==> src/rtl/pmc_pkg.sv <==
/*
 * Shared constants and types for the power management control/status block:
 * register offsets, field positions, reset values and power state codes.
 * Assumes a single clock domain and a plain address/strobe register port.
 */
package pmc_pkg;

    // -------------------------------------------------------------------
    // Register offsets on the register port.
    // -------------------------------------------------------------------
    localparam logic [7:0]  CTRL_OFS      = 8'hA4;  // Control/status register.
    localparam logic [7:0]  BSE_OFS       = 8'hA6;  // Bridge support extensions.
    localparam logic [7:0]  IRQ_STAT_OFS  = 8'hB0;  // Sticky event status.
    localparam logic [7:0]  IRQ_MASK_OFS  = 8'hB2;  // Event mask, 1 enables.

    // -------------------------------------------------------------------
    // Field positions and reset values.
    // -------------------------------------------------------------------
    localparam int          WAKE_STAT_BIT = 15;     // Wake status flag.
    localparam int          WAKE_EN_BIT   = 8;      // Wake assert enable.
    localparam logic [15:0] CTRL_RESET    = 16'h0000; // Control/status reset.
    localparam logic [15:0] CTRL_ZERO_MASK = 16'h7EFC; // Bits that read zero.
    localparam logic [7:0]  BSE_VALUE     = 8'hC0;  // Fixed extension value.
    localparam int          BSE_BPCC_BIT  = 7;      // Bus power/clock enable.
    localparam int          BSE_SLEEP_BIT = 6;      // Secondary sleep select.
    localparam logic [15:0] READ_IDLE     = 16'h0000; // Unmapped / idle data.

    // -------------------------------------------------------------------
    // Interrupt status layout.
    // -------------------------------------------------------------------
    localparam int          IRQ_W         = 3;      // Number of event bits.
    localparam int          IRQ_WAKE      = 0;      // Wake request seen.
    localparam int          IRQ_PSTATE    = 1;      // Power state changed.
    localparam int          IRQ_FRESET    = 2;      // D3hot to D0 reset fired.
    localparam logic [IRQ_W-1:0] IRQ_RESET = 3'h0;  // Status and mask reset.

    // -------------------------------------------------------------------
    // Power state encoding in the register and the one-hot state type.
    // -------------------------------------------------------------------
    localparam logic [1:0]  PS_D0  = 2'h0;          // Fully on.
    localparam logic [1:0]  PS_D1  = 2'h1;          // Light sleep.
    localparam logic [1:0]  PS_D2  = 2'h2;          // Deeper sleep.
    localparam logic [1:0]  PS_D3H = 2'h3;          // D3hot.

    typedef enum logic [3:0] {
        PMC_ST_D0  = 4'h1,
        PMC_ST_D1  = 4'h2,
        PMC_ST_D2  = 4'h4,
        PMC_ST_D3H = 4'h8
    } pmc_pstate_t;

    // Write-one-to-clear with a set that wins over the clear.
    function automatic logic [15:0] pmc_w1c(input logic [15:0] cur,
                                            input logic [15:0] clr,
                                            input logic [15:0] set);
        pmc_w1c = (cur & ~clr) | set;
    endfunction

endpackage

==> src/rtl/pmc_pwr_if.sv <==
/*
 * Carrier between the register block and the power state tracker.
 * Assumes both ends share one clock and one synchronous reset.
 */
`timescale 1ns/1ps
interface pmc_pwr_if;
    logic       wr_valid;   // Power state field written this cycle.
    logic [1:0] wr_state;   // Written power state code.
    logic       bus_power_clock_ctrl_enable;  // Bus power/clock control enabled.
    logic       sleep_sel;  // 1 stops secondary clock, 0 removes power.
    logic [1:0] cur_state;  // Current power state code.
    logic       leave_d3;   // One-cycle pulse on D3hot to D0.
    logic       clk_stop;   // Secondary bus clock stopped.
    logic       pwr_off;    // Secondary bus power removed.

    modport regs (output wr_valid, wr_state, bus_power_clock_ctrl_enable, sleep_sel,
                  input  cur_state, leave_d3, clk_stop, pwr_off);
    modport fsm  (input  wr_valid, wr_state, bus_power_clock_ctrl_enable, sleep_sel,
                  output cur_state, leave_d3, clk_stop, pwr_off);
endinterface // pmc_pwr_if

==> src/rtl/pmc_power_fsm.sv <==
/*
 * Power state tracker with the secondary bus sleep policy.
 * Assumes writes arrive as one-cycle strobes from the register block.
 */
`timescale 1ns/1ps
module pmc_power_fsm (
    input  wire logic core_clk_in,  // System clock.
    input  wire logic reset_in,     // Synchronous reset, active high.
    pmc_pwr_if.fsm    pif           // Link to the register block.
);

    // -------------------------------------------------------------------
    // State register.
    // -------------------------------------------------------------------
    pmc_pkg::pmc_pstate_t state;       // Current one-hot state.
    pmc_pkg::pmc_pstate_t next_state;  // Decoded written state.
    logic                 next_d3;     // Next state is D3hot.

    // Decode the written code into the one-hot state.
    always_comb begin
        case (pif.wr_state)
            pmc_pkg::PS_D0:  next_state = pmc_pkg::PMC_ST_D0;
            pmc_pkg::PS_D1:  next_state = pmc_pkg::PMC_ST_D1;
            pmc_pkg::PS_D2:  next_state = pmc_pkg::PMC_ST_D2;
            default:         next_state = pmc_pkg::PMC_ST_D3H;
        endcase
        next_d3 = (pif.wr_valid ? next_state : state) == pmc_pkg::PMC_ST_D3H;
    end

    // The state moves to whatever software writes.
    always_ff @(posedge core_clk_in) begin
        if (reset_in) begin
            state <= pmc_pkg::PMC_ST_D0;
        end else if (pif.wr_valid) begin
            state <= next_state;
        end
    end

    // Leaving D3hot for D0 fires the function's internal reset.
    always_ff @(posedge core_clk_in) begin
        if (reset_in) begin
            pif.leave_d3 <= 1'b0;
        end else begin
            pif.leave_d3 <= pif.wr_valid && (state == pmc_pkg::PMC_ST_D3H)
                            && (next_state == pmc_pkg::PMC_ST_D0);
        end
    end

    // Sleep the secondary bus in D3hot, only when the policy is enabled.
    always_ff @(posedge core_clk_in) begin
        if (reset_in) begin
            pif.clk_stop <= 1'b0;
            pif.pwr_off  <= 1'b0;
        end else begin
            pif.clk_stop <= pif.bus_power_clock_ctrl_enable && next_d3 && pif.sleep_sel;
            pif.pwr_off  <= pif.bus_power_clock_ctrl_enable && next_d3 && !pif.sleep_sel;
        end
    end

    // Report the state in the register encoding.
    always_comb begin
        case (state)
            pmc_pkg::PMC_ST_D0:  pif.cur_state = pmc_pkg::PS_D0;
            pmc_pkg::PMC_ST_D1:  pif.cur_state = pmc_pkg::PS_D1;
            pmc_pkg::PMC_ST_D2:  pif.cur_state = pmc_pkg::PS_D2;
            default:             pif.cur_state = pmc_pkg::PS_D3H;
        endcase
    end

endmodule // pmc_power_fsm

==> src/rtl/pmc_regs.sv <==
/*
 * Power management control/status register bank for one bridge function,
 * with wake signalling, secondary bus sleep policy and an event interrupt.
 * Assumes one clock, a synchronous reset and a register master that never
 * issues a read and a write in the same cycle.
 */
`timescale 1ns/1ps
module pmc_regs (
    input  wire logic        core_clk_in,        // System clock, 50 MHz.
    input  wire logic        reset_in,           // Synchronous reset, active high.
    input  wire logic [7:0]  addr_in,            // Register byte offset.
    input  wire logic [15:0] wr_data_in,         // Write data.
    input  wire logic        wr_strobe_in,       // One-cycle write strobe.
    input  wire logic        rd_strobe_in,       // One-cycle read strobe.
    input  wire logic        wake_event_in,      // Function wants to wake.
    output logic      [15:0] rd_data_out,        // Read data, one cycle later.
    output logic             wake_n_out,         // Wake request, active low.
    output logic             func_reset_out,     // Internal reset pulse.
    output logic             sec_clk_stop_out,   // Secondary clock stopped.
    output logic             sec_power_off_out,  // Secondary power removed.
    output logic             irq_out             // Level interrupt.
);

    // -------------------------------------------------------------------
    // Power state tracker.
    // -------------------------------------------------------------------
    pmc_pwr_if pif ();  // Carrier to the tracker.

    pmc_power_fsm pmc_power_fsm_inst (
        .core_clk_in (core_clk_in),
        .reset_in    (reset_in),
        .pif         (pif)
    );

    // -------------------------------------------------------------------
    // Register state.
    // -------------------------------------------------------------------
    localparam int IRQW = pmc_pkg::IRQ_W;  // Local alias of the width.

    logic             wake_flag;       // Sticky wake status flag.
    logic             wake_en;         // Wake assert enable.
    logic [IRQW-1:0]  irq_stat;        // Sticky event status.
    logic [IRQW-1:0]  irq_mask;        // Event mask.
    logic             next_wake_flag;  // Next wake flag.
    logic             next_wake_en;    // Next wake enable.
    logic [IRQW-1:0]  next_irq_stat;   // Next event status.
    logic [IRQW-1:0]  next_irq_mask;   // Next event mask.
    logic [IRQW-1:0]  irq_events;      // Events of this cycle.
    logic             wr_ctrl;         // Write to control/status.
    logic             wr_stat;         // Write to event status.
    logic             wr_mask;         // Write to event mask.
    logic [15:0]      stat_wide;       // Status widened for the helper.

    // -------------------------------------------------------------------
    // Address decode.
    // -------------------------------------------------------------------
    // Each write lands on at most one register; unmapped and extension register writes are dropped.
    always_comb begin
        wr_ctrl  = wr_strobe_in && (addr_in == pmc_pkg::CTRL_OFS);
        wr_stat  = wr_strobe_in && (addr_in == pmc_pkg::IRQ_STAT_OFS);
        wr_mask  = wr_strobe_in && (addr_in == pmc_pkg::IRQ_MASK_OFS);
    end

    // -------------------------------------------------------------------
    // Tracker requests and fixed bridge policy.
    // -------------------------------------------------------------------
    // The extension register is read-only, so the policy bits are fixed.
    // Gating through bus_power_clock_ctrl_enable keeps the sleep select inert if the enable
    // were ever cleared, at the cost of one constant AND.
    always_comb begin
        pif.wr_valid  = wr_ctrl;
        pif.wr_state  = wr_data_in[1:0];
        pif.bus_power_clock_ctrl_enable = pmc_pkg::BSE_VALUE[pmc_pkg::BSE_BPCC_BIT];
        pif.sleep_sel = pmc_pkg::BSE_VALUE[pmc_pkg::BSE_SLEEP_BIT];
    end

    // -------------------------------------------------------------------
    // Wake status and enable.
    // -------------------------------------------------------------------
    // The flag is set by the request whether enabled or not, and a
    // request in the clearing cycle wins so no wake is ever lost.
    always_comb begin
        next_wake_flag = wake_flag;
        next_wake_en   = wake_en;
        if (wr_ctrl) begin
            next_wake_en = wr_data_in[pmc_pkg::WAKE_EN_BIT];
            if (wr_data_in[pmc_pkg::WAKE_STAT_BIT]) begin
                next_wake_flag = 1'b0;
            end
        end
        if (wake_event_in) begin
            next_wake_flag = 1'b1;
        end
    end

    // The internal reset pulse is deliberately not an input here, so the
    // control/status contents ride through the D3hot to D0 transition.
    always_ff @(posedge core_clk_in) begin
        if (reset_in) begin
            wake_flag <= pmc_pkg::CTRL_RESET[pmc_pkg::WAKE_STAT_BIT];
            wake_en   <= pmc_pkg::CTRL_RESET[pmc_pkg::WAKE_EN_BIT];
        end else begin
            wake_flag <= next_wake_flag;
            wake_en   <= next_wake_en;
        end
    end

    // Wake output follows the next values so it tracks the register.
    always_ff @(posedge core_clk_in) begin
        if (reset_in) begin
            wake_n_out <= 1'b1;
        end else begin
            wake_n_out <= !(next_wake_flag && next_wake_en);
        end
    end

    // -------------------------------------------------------------------
    // Event interrupt.
    // -------------------------------------------------------------------
    // Events: a wake request, any accepted power state change and the
    // internal reset pulse. Status is write-one-to-clear, set wins.
    always_comb begin
        irq_events = '0;
        irq_events[pmc_pkg::IRQ_WAKE]   = wake_event_in;
        irq_events[pmc_pkg::IRQ_PSTATE] = wr_ctrl
                                          && (wr_data_in[1:0] != pif.cur_state);
        irq_events[pmc_pkg::IRQ_FRESET] = pif.leave_d3;
        stat_wide = pmc_pkg::pmc_w1c({13'h0000, irq_stat},
                                     wr_stat ? {13'h0000, wr_data_in[IRQW-1:0]}
                                             : 16'h0000,
                                     {13'h0000, irq_events});
        next_irq_stat = stat_wide[IRQW-1:0];
        next_irq_mask = wr_mask ? wr_data_in[IRQW-1:0] : irq_mask;
    end

    // Status and mask registers.
    always_ff @(posedge core_clk_in) begin
        if (reset_in) begin
            irq_stat <= pmc_pkg::IRQ_RESET;
            irq_mask <= pmc_pkg::IRQ_RESET;
        end else begin
            irq_stat <= next_irq_stat;
            irq_mask <= next_irq_mask;
        end
    end

    // Interrupt level from next values, so it drops with the clear.
    always_ff @(posedge core_clk_in) begin
        if (reset_in) begin
            irq_out <= 1'b0;
        end else begin
            irq_out <= |(next_irq_stat & next_irq_mask);
        end
    end

    // -------------------------------------------------------------------
    // Read port.
    // -------------------------------------------------------------------
    // Data stand for one cycle after the strobe, zero otherwise. Fields
    // with no storage (data scale, data select, dynamic data enable and
    // the reserved bits) are driven from zero constants, so they read as zero.
    always_ff @(posedge core_clk_in) begin
        if (reset_in) begin
            rd_data_out <= pmc_pkg::READ_IDLE;
        end else if (rd_strobe_in) begin
            case (addr_in)
                pmc_pkg::CTRL_OFS: begin
                    rd_data_out <= {wake_flag, 6'h00, wake_en,
                                    6'h00, pif.cur_state};
                end
                pmc_pkg::BSE_OFS: begin
                    rd_data_out <= {8'h00, pmc_pkg::BSE_VALUE};
                end
                pmc_pkg::IRQ_STAT_OFS: begin
                    rd_data_out <= {13'h0000, irq_stat};
                end
                pmc_pkg::IRQ_MASK_OFS: begin
                    rd_data_out <= {13'h0000, irq_mask};
                end
                default: begin
                    rd_data_out <= pmc_pkg::READ_IDLE;
                end
            endcase
        end else begin
            rd_data_out <= pmc_pkg::READ_IDLE;
        end
    end

    // -------------------------------------------------------------------
    // Outputs taken from the tracker's flip-flops.
    // -------------------------------------------------------------------
    // The pulse resets the standard, socket and bus registers that live
    // outside this bank; everything kept here is preserved.
    assign func_reset_out    = pif.leave_d3;
    assign sec_clk_stop_out  = pif.clk_stop;
    assign sec_power_off_out = pif.pwr_off;
endmodule // pmc_regs

==> config.mk <==
export PLATFORM = sky130hd
export DESIGN_NAME = pmc_regs
export DESIGN_NICKNAME = d
export VERILOG_FILES = /design/src/rtl/pmc_pkg.sv /design/src/rtl/pmc_pwr_if.sv /design/src/rtl/pmc_power_fsm.sv /design/src/rtl/pmc_regs.sv
export SDC_FILE = /design/constraint.sdc
export NUM_CORES = 1
export LEC_CHECK = 0
export BUFFER_PORTS_ARGS = -buffer_cell sky130_fd_sc_hd__buf_2
export CORE_MARGIN = 4
export CORE_UTILIZATION = 49
export CTS_CLUSTER_SIZE = 25
export DETAILED_ROUTE_END_ITERATION = 7
export PLACE_DENSITY_LB_ADDON = 0.12
export SLEW_MARGIN = 20
export SYNTH_ARGS = -nofsm -noshare
export SYNTH_HDL_FRONTEND = slang
export SYNTH_SLANG_ARGS = --single-unit
==> constraint.sdc <==
create_clock -name core_clk_in -period 3.46 [get_ports core_clk_in]
set_clock_uncertainty 0.15 [all_clocks]
set_input_delay 0.173 -clock core_clk_in [delete_from_list [all_inputs] [get_ports core_clk_in]]
set_output_delay 0.173 -clock core_clk_in [all_outputs]
set_load 0.02 [all_outputs]
==> summary.md, run 1 <==
* **maximum clock path buffer count** 2
* **overall die height** 55.6 um
* **number of buffer and inverter instances along the worst setup path** 3
* **Initial Utilization** 0.539
* **number of synthesized flops with an enable pin** 0
* **Leakage Power** 0.537 nW
* **Post-layout nets** 184
* **Hold Path Class** input port to flop
* **count of pins over their slew limit** 0
* **cell area after placement** 1200 sq um
* **number of flip-flops and latches in the synthesized netlist** 22
* **Die Span X** 55.6 um
* **most common cell after layout, fill and taps aside** buf_2
* **count of input and output buffers** 28
* **via count of the first global-routing pass** 916
* **dpl cells** 173
* **list of cells traversed by the critical path** dlygate4sd3_1, buf_2, inv_1, or4_1, mux2i_1, nand2b_1, o311ai_1
* **category of the worst setup path launch point** input port
* **family with the most delay on the worst path** simple AND/OR/NAND/NOR gates
* **vias per cell** 5.26
* **total vias in the final route** 946
* **fraction of registers with async set or reset after synthesis** 0
* **antenna cell count** 0
* **total wirelength of the detailed-routed design** 2250 um
* **final cell count without fillers** 180
* **post-detailed-route wirelength per cell** 12.5 um
* **last weighted congestion value of the routability-driven placer** 0.790
* **cell area after layout** 1260 sq um
* **Max-Slew Margin vs Limit** 0.586
* **xor and xnor area share after synthesis** 0.0157
* **ratio of final minimum period to clock period** 0.570
* **pin count of the biggest net entering global routing** 19
* **number of sinks on the clock net** 22
* **Worst IR Drop VDD** 0.236 mV
* **die footprint** 3100 sq um
* **max capacitance violation total** 0
* **dominant combinational cell family by area after synthesis** simple AND/OR/NAND/NOR gates
* **TritonCTS buffer count** 3
* **clock period minus worst slack** 1.97 ns
* **status** finished, final reports clean
* **area share of fa/ha/maj cells after synthesis** 0
* **CTS tree** built
* **Post-Synthesis Cell Area** 1110 sq um
* **GRT Total Usage** 0.148
* **DPL Wire Length** 1700 um
* **final setup vio count** 0
* **Tightest Pin Transition** 0.616 ns
* **area of the core** 2060 sq um
* **I/O pin cnt** 50
* **antenna violations before repair** 0
* **element type at the critical path end** flop
* **post-synthesis cell type count** 37
* **Detail Route Antenna Nets** 0
* **RSZ-0062 raised after global routing** no
* **Synth Instances** 128
* **final hold violations** 0
* **share of cell area taken by muxes after synthesis** 0.0360
* **CP Data Required Time** 3.49 ns
* **DRC violations left** 0
* **Highest Clock Rate** 507 MHz
* **Area growth, synth to finish** 13.4%
* **leading register cell type out of synthesis** dfxtp_1
* **TNS Setup** 0 ns
* **CTS H-Tree Depth** 1
* **synth warn** 0
* **Largest stage delay, worst path** 0.64 ns
* **leading cell types in the layout, fill and taps excluded** 28 x buf_2, 22 x dfxtp_1, 17 x nor2_1, 10 x conb_1, 9 x a21oi_1
* **number of DRC markers after the initial detailed-route iteration** 17
* **overflow left after global routing** 0
* **critical path data arrival time** 2.01 ns
* **number of inserted filler cells in the final layout** 185
* **synthesized area divided by synthesized cell count** 8.69 sq um
* **peak fanout along the critical path** 4
* **startpoint-to-endpoint class of the critical path** input port to flop
* **floorplan row count** 16
* **clock latency reported for the late side of the worst-skew pair** 0.30 ns
* **detailed-router iteration count before antenna repair** 4
* **area fraction in and, or, nand and nor cells after synthesis** 0.280
* **CTS root buffer** clkbuf_4
* **Synth Area in Compound Gates** 0.153
* **Cell Pwr Density** 329 nW/um^2
* **clock-pin transition on the worst setup and hold timing paths** 0.11 ns
* **global-route wire length before repair** 3710 um
* **share of cells above drive strength 1** 0.248
* **worst-path cell with the longest stage delay** or4_1
* **register area share after synthesis** 0.396
==> worst min-delay path: cells and delay by family <==
family / cells / cell delay [ns]
buffers and inverters: 1 / 0.08
multiplexers: 1 / 0.05
AND/OR/NAND/NOR: 1 / 0.11
==> synth_stat cells (4+ instances only) <==
master	number	area (sq um)
dfxtp_1	22	440
nor2_1	17	63.8
buf_4	11	82.6
a21oi_1	9	45.0
nand2b_1	8	50.1
clkbuf_1	6	22.5
mux2i_1	4	40.0
nor2b_1	4	25.0
==> area by class of cell <==
class	instances	area, sq um	share of cell area
Timing Repair Buffer	32	180	0.143
Multi-Input combinational cell	94	577	0.457
Clock buffer	3	22.5	0.0179
Inverter	2	7.51	0.00595
Tap cell	27	33.8	0.0268
Sequential cell	22	440	0.349
==> cell families after synthesis <==
| group | Yosys count |
|---|---|
| and+or+nand+nor | 52 |
| AOI/OAI and AO/OA | 26 |
| DFF | 22 |
| buffers and inverters | 21 |
| muxes | 4 |
| xor gates and xnor gates | 2 |
| other | 1 |
==> through the flow <==
step	total power, mW	hold WS, ns	utilization	worst slack, ns
floorplan	0.299	0.147	-	1.78
global placement	0.303	0.276	0.581	1.50
detailed placement	0.304	0.292	0.581	1.53
CTS	0.416	0.00780	0.612	1.47
global route	0.434	0.0130	0.612	1.44
finish	0.415	0.00557	0.612	1.49
==> state kept, by name, summed over array words and instances, names as in the netlist <==
name	count
pmc_power_fsm_inst.pif.clk_stop	1
irq_mask	3
irq_out	1
pmc_power_fsm_inst.state	4
irq_stat	3
wake_en	1
wake_n_out	1
wake_flag	1
pmc_power_fsm_inst.pif.leave_d3	1
rd_data_out	6
==> final timing paths <==
check                                          from                   endpoint  slack, ns  cells after the start
min reg2reg                      wake_en$_SDFF_PP0_  rd_data_out[8]$_SDFF_PP0_       0.34                      1
min                                   wr_data_in[8]         wake_en$_SDFF_PP0_      0.006                      3
max                                    wr_strobe_in         irq_out$_SDFF_PP0_       1.49                      7
max reg2reg  pmc_power_fsm_inst.state[2]$_SDFF_PP0_         irq_out$_SDFF_PP0_       1.78                      5
==> power by group <==
| group | total, mW | switching [mW] | leakage [nW] | internal (mW) |
|---|---|---|---|---|
| registers | 0.256 | 0.00109 | 0.178 | 0.255 |
| clock network | 0.113 | 0.0722 | 0.0138 | 0.0406 |
| logic | 0.0463 | 0.0278 | 0.346 | 0.0186 |
| total | 0.415 | 0.101 | 0.537 | 0.314 |
==> per-layer routing <==
layer | GRT usage | up-vias | part of all wire
met5 | 0 | - | 0
met4 | 0.0486 | 0 | 0.0085
met3 | 0.0394 | 4 | 0.074
met2 | 0.258 | 36 | 0.46
met1 | 0.174 | 432 | 0.46
li1 | - | 474 | -
==> repair_timing <==
item,in CTS,in global routing
setup endpoints to repair,0,0
hold endpoints to repair,4,0
resized for setup,0,0
setup buffers,0,0
hold buffers,4,0
(Power assumes the default switching activity.)
==> run 2, diff against run 1 <==
Settings changed: ABC_AREA set to 1, CORE_UTILIZATION 49 to 42.
Clock period 3.46 ns to 1.61 ns, I/O delays scaled along.
==> summary.md, run 2 <==
* **status** complete, but fails checks
* **failing checks** hold timing
* **last weighted congestion value of the routability-driven placer** 0.834
* **final cell count without fillers** 241
* **die footprint** 3710 sq um
* **ratio of final minimum period to clock period** 0.966
* **synthesized area divided by synthesized cell count** 6.99 sq um
* **Synth top cells by count** 45 x nand2_1, 24 x inv_1, 22 x dfxtp_1
* **Leakage Power** 0.735 nW
* **cell area after placement** 1310 sq um
* **global-route wire length before repair** 4050 um
* **maximum clock path buffer count** 2
* **depth of the worst register-to-register path** 11
* **register area share after synthesis** 0.375
* **GRT met2 Usage** 0.255
* **share of Yosys cell area claimed by the top area cell type** 0.375
* **Most flops, register** rd_data_out
* **overflow left after global routing** 0
* **antenna violations before repair** 0
* **CTS tree** built
* **TNS Setup** 0 ns
* **total wirelength of the detailed-routed design** 2500 um
* **floorplan row count** 18
* **final design utilization** 0.577
* **worst-path cell with the longest stage delay** dlygate4sd3_1
* **count of pins over their slew limit** 0
* **clock-pin transition on the worst setup and hold timing paths** 0.13 ns
* **reg-to-reg critical path startpoint** pmc_power_fsm_inst.state[0]$_SDFF_PP1_
* **post-synthesis cell type count** 27
* **Largest register FFs** 6
* **GRT Total Usage** 0.146
* **Post-Synthesis Cell Area** 1170 sq um
* **area of the core** 2570 sq um
* **max capacitance violation total** 0
* **leading register cell type out of synthesis** dfxtp_1
* **list of cells traversed by the critical path** buf_2, dlygate4sd3_1, nand2_1, dlygate4sd3_1, nor4_2
* **category of the worst setup path launch point** input port
* **clock period minus worst slack** 1.55 ns
* **Synth Instances** 168
* **count of input and output buffers** 28
* **pin count of the biggest net entering global routing** 13
* **antenna cell count** 0
* **most frequent cell after synthesis** nand2_1
* **final hold violations** 1
* **Register-to-Register Setup Slack** 0.24 ns
* **peak fanout along the critical path** 2
* **largest registers** rd_data_out: 6 flops, pmc_power_fsm_inst.state: 4 flops
* **most common cell type on the critical path** dlygate4sd3_1
* **Hold Path Class** input port to flop
* **vias per cell** 4.69
* **critical path data arrival time** 1.63 ns
* **Endpoint, Worst Hold** pmc_power_fsm_inst.pif.leave_d3$_SDFF_PP0_
* **Post CTS Setup Buffer Count** 0
* **clock latency reported for the late side of the worst-skew pair** 0.31 ns
* **Detail Route Antenna Nets** 0
* **I/O pin cnt** 50
* **final setup vio count** 0
* **detailed-router iteration count before antenna repair** 4
* **DRC violations left** 0
* **startpoint-to-endpoint class of the critical path** input port to flop
* **worst hold path startpoint** wr_strobe_in
* **TritonCTS buffer count** 3
* **number of flip-flops and latches in the synthesized netlist** 22
* **PnR worst setup slack** 0.0552 ns
* **fraction of registers with async set or reset after synthesis** 0
* **via count of the first global-routing pass** 1000
* **endpoint of the worst register-to-register path** irq_out$_SDFF_PP0_
* **Die Span X** 60.9 um
* **cell area after layout** 1480 sq um
* **Cell Pwr Density** 668 nW/um^2
* **met3 GRT Util** 0.0319
* **synth warn** 0
* **number of synthesized flops with an enable pin** 0
* **leading cell types in the layout, fill and taps excluded** 45 x nand2_1, 27 x buf_2, 24 x inv_1, 22 x dfxtp_1, 15 x nor2_1
* **Worst IR Drop VDD** 0.538 mV
* **CTS H-Tree Depth** 1
* **cell depth of the worst hold path** 3
* **number of inserted filler cells in the final layout** 268
* **Highest Clock Rate** 643 MHz
* **Largest stage delay, worst path** 0.58 ns
* **post-detailed-route wirelength per cell** 10.4 um
* **element type at the critical path end** flop
* **CP Data Required Time** 1.68 ns
* **worst hold slack** -0.00438 ns
* **library cell with the largest summed area after synthesis** dfxtp_1
* **overall die height** 60.9 um
* **family with the most delay on the worst path** buffers and inverters
* **number of buffer and inverter instances along the worst setup path** 3
* **Area contributors post-synth** dfxtp_1 37%, nand2_1 14%, inv_1 7.7%, buf_4 7.0%, nand3_1 5.1%
* **dpl cells** 224
* **number of sinks on the clock net** 22
* **share of cells above drive strength 1** 0.232
* **Initial Utilization** 0.458
* **global route hottest layer** met2
* **DPL Wire Length** 1930 um
* **Area growth, synth to finish** 26.2%
* **number of DRC markers after the initial detailed-route iteration** 35
* **CTS root buffer** clkbuf_4
* **Post-Place Setup Slack** 0.237 ns
* **most common cell after layout, fill and taps aside** nand2_1
* **Post-layout nets** 241
* **total vias in the final route** 1130
* **Global Route met1 Usage** 0.173
==> run 2: changes by cell type after synthesis, moves of 3 or more <==
cell      delta
a21oi_1      -4
a22oi_1      -3
clkbuf_1     -5
inv_1       +22
mux2i_1      -4
nand2_1     +43
nand2b_1     -8
nand3_1      +9
nor2_2       +4
nor2b_1      -4
o21ai_1      +5
or2_2        -3
==> run 2: cell type report <==
class / count / area (sq um) / area share
multi-input cells: 118 / 594 / 0.401
flip-flops and latches: 22 / 440 / 0.297
repair buffers: 42 / 280 / 0.189
inverters: 25 / 93.8 / 0.0633
well taps: 30 / 37.5 / 0.0253
clock buffers: 4 / 36.3 / 0.0245
==> run 2: metrics by stage <==
stage | hold slack, ns | power, mW
after floorplan | 0.00774 | 0.647
after global placement | 0.173 | 0.668
after detailed placement | 0.167 | 0.669
after CTS | 0.00239 | 0.996
after global routing | 0.00815 | 1.04
final | -0.00438 | 0.991
==> run 2: power breakdown <==
| part | internal, mW | switching (mW) |
|---|---|---|
| Combinational | 0.0515 | 0.0821 |
| Clock | 0.138 | 0.169 |
| Sequential | 0.548 | 0.00188 |
| Total | 0.738 | 0.253 |
==> run 2: worst max-delay path by stage <==
stage	from	endpoint	cells after the start
CTS	reset_in	wake_n_out$_SDFF_PP1_	5
detailed placement	pmc_power_fsm_inst.state[0]$_SDFF_PP1_	irq_out$_SDFF_PP0_	11
global placement	addr_in[6]	pmc_power_fsm_inst.state[0]$_SDFF_PP1_	8
finish	addr_in[1]	rd_data_out[7]$_SDFF_PP0_	5
global route	addr_in[1]	rd_data_out[7]$_SDFF_PP0_	5
floorplan	pmc_power_fsm_inst.state[0]$_SDFF_PP1_	irq_out$_SDFF_PP0_	11
==> run 2: repair_timing <==
item | 4_1_cts | 5_1_grt
gates resized for setup | 0 | 2
hold buffers | 14 | 0
endpoints found under the hold margin | 18 | 0
setup endpoints to repair | 0 | 2
==> run 2: layer usage <==
layer	routed length [um]	vias up
li1	-	593
met1	1070	494
met2	1200	38
met3	193	5
met4	38	0
met5	0	-
==> run 2: logic make-up after synthesis <==
family                 after synthesis  synth area share
AOI/OAI and AO/OA                   19            0.0969
buffers and inverters               37             0.153
DFF                                 22             0.375
other                                1           0.00319
and+or+nand+nor                     89             0.372
==> run 2: worst register-to-register path: stages, from the launching register on <==
cell and delay, ns:
dfxtp_1 0.41, inv_1 0.10, nand2_1 0.07, nand2_1 0.06, nand2_1 0.09, nand2_1 0.06
nand2_1 0.05, nand2_1 0.05, nand2_1 0.07, nand2_1 0.06, nand2_1 0.06, nand3_1 0.06
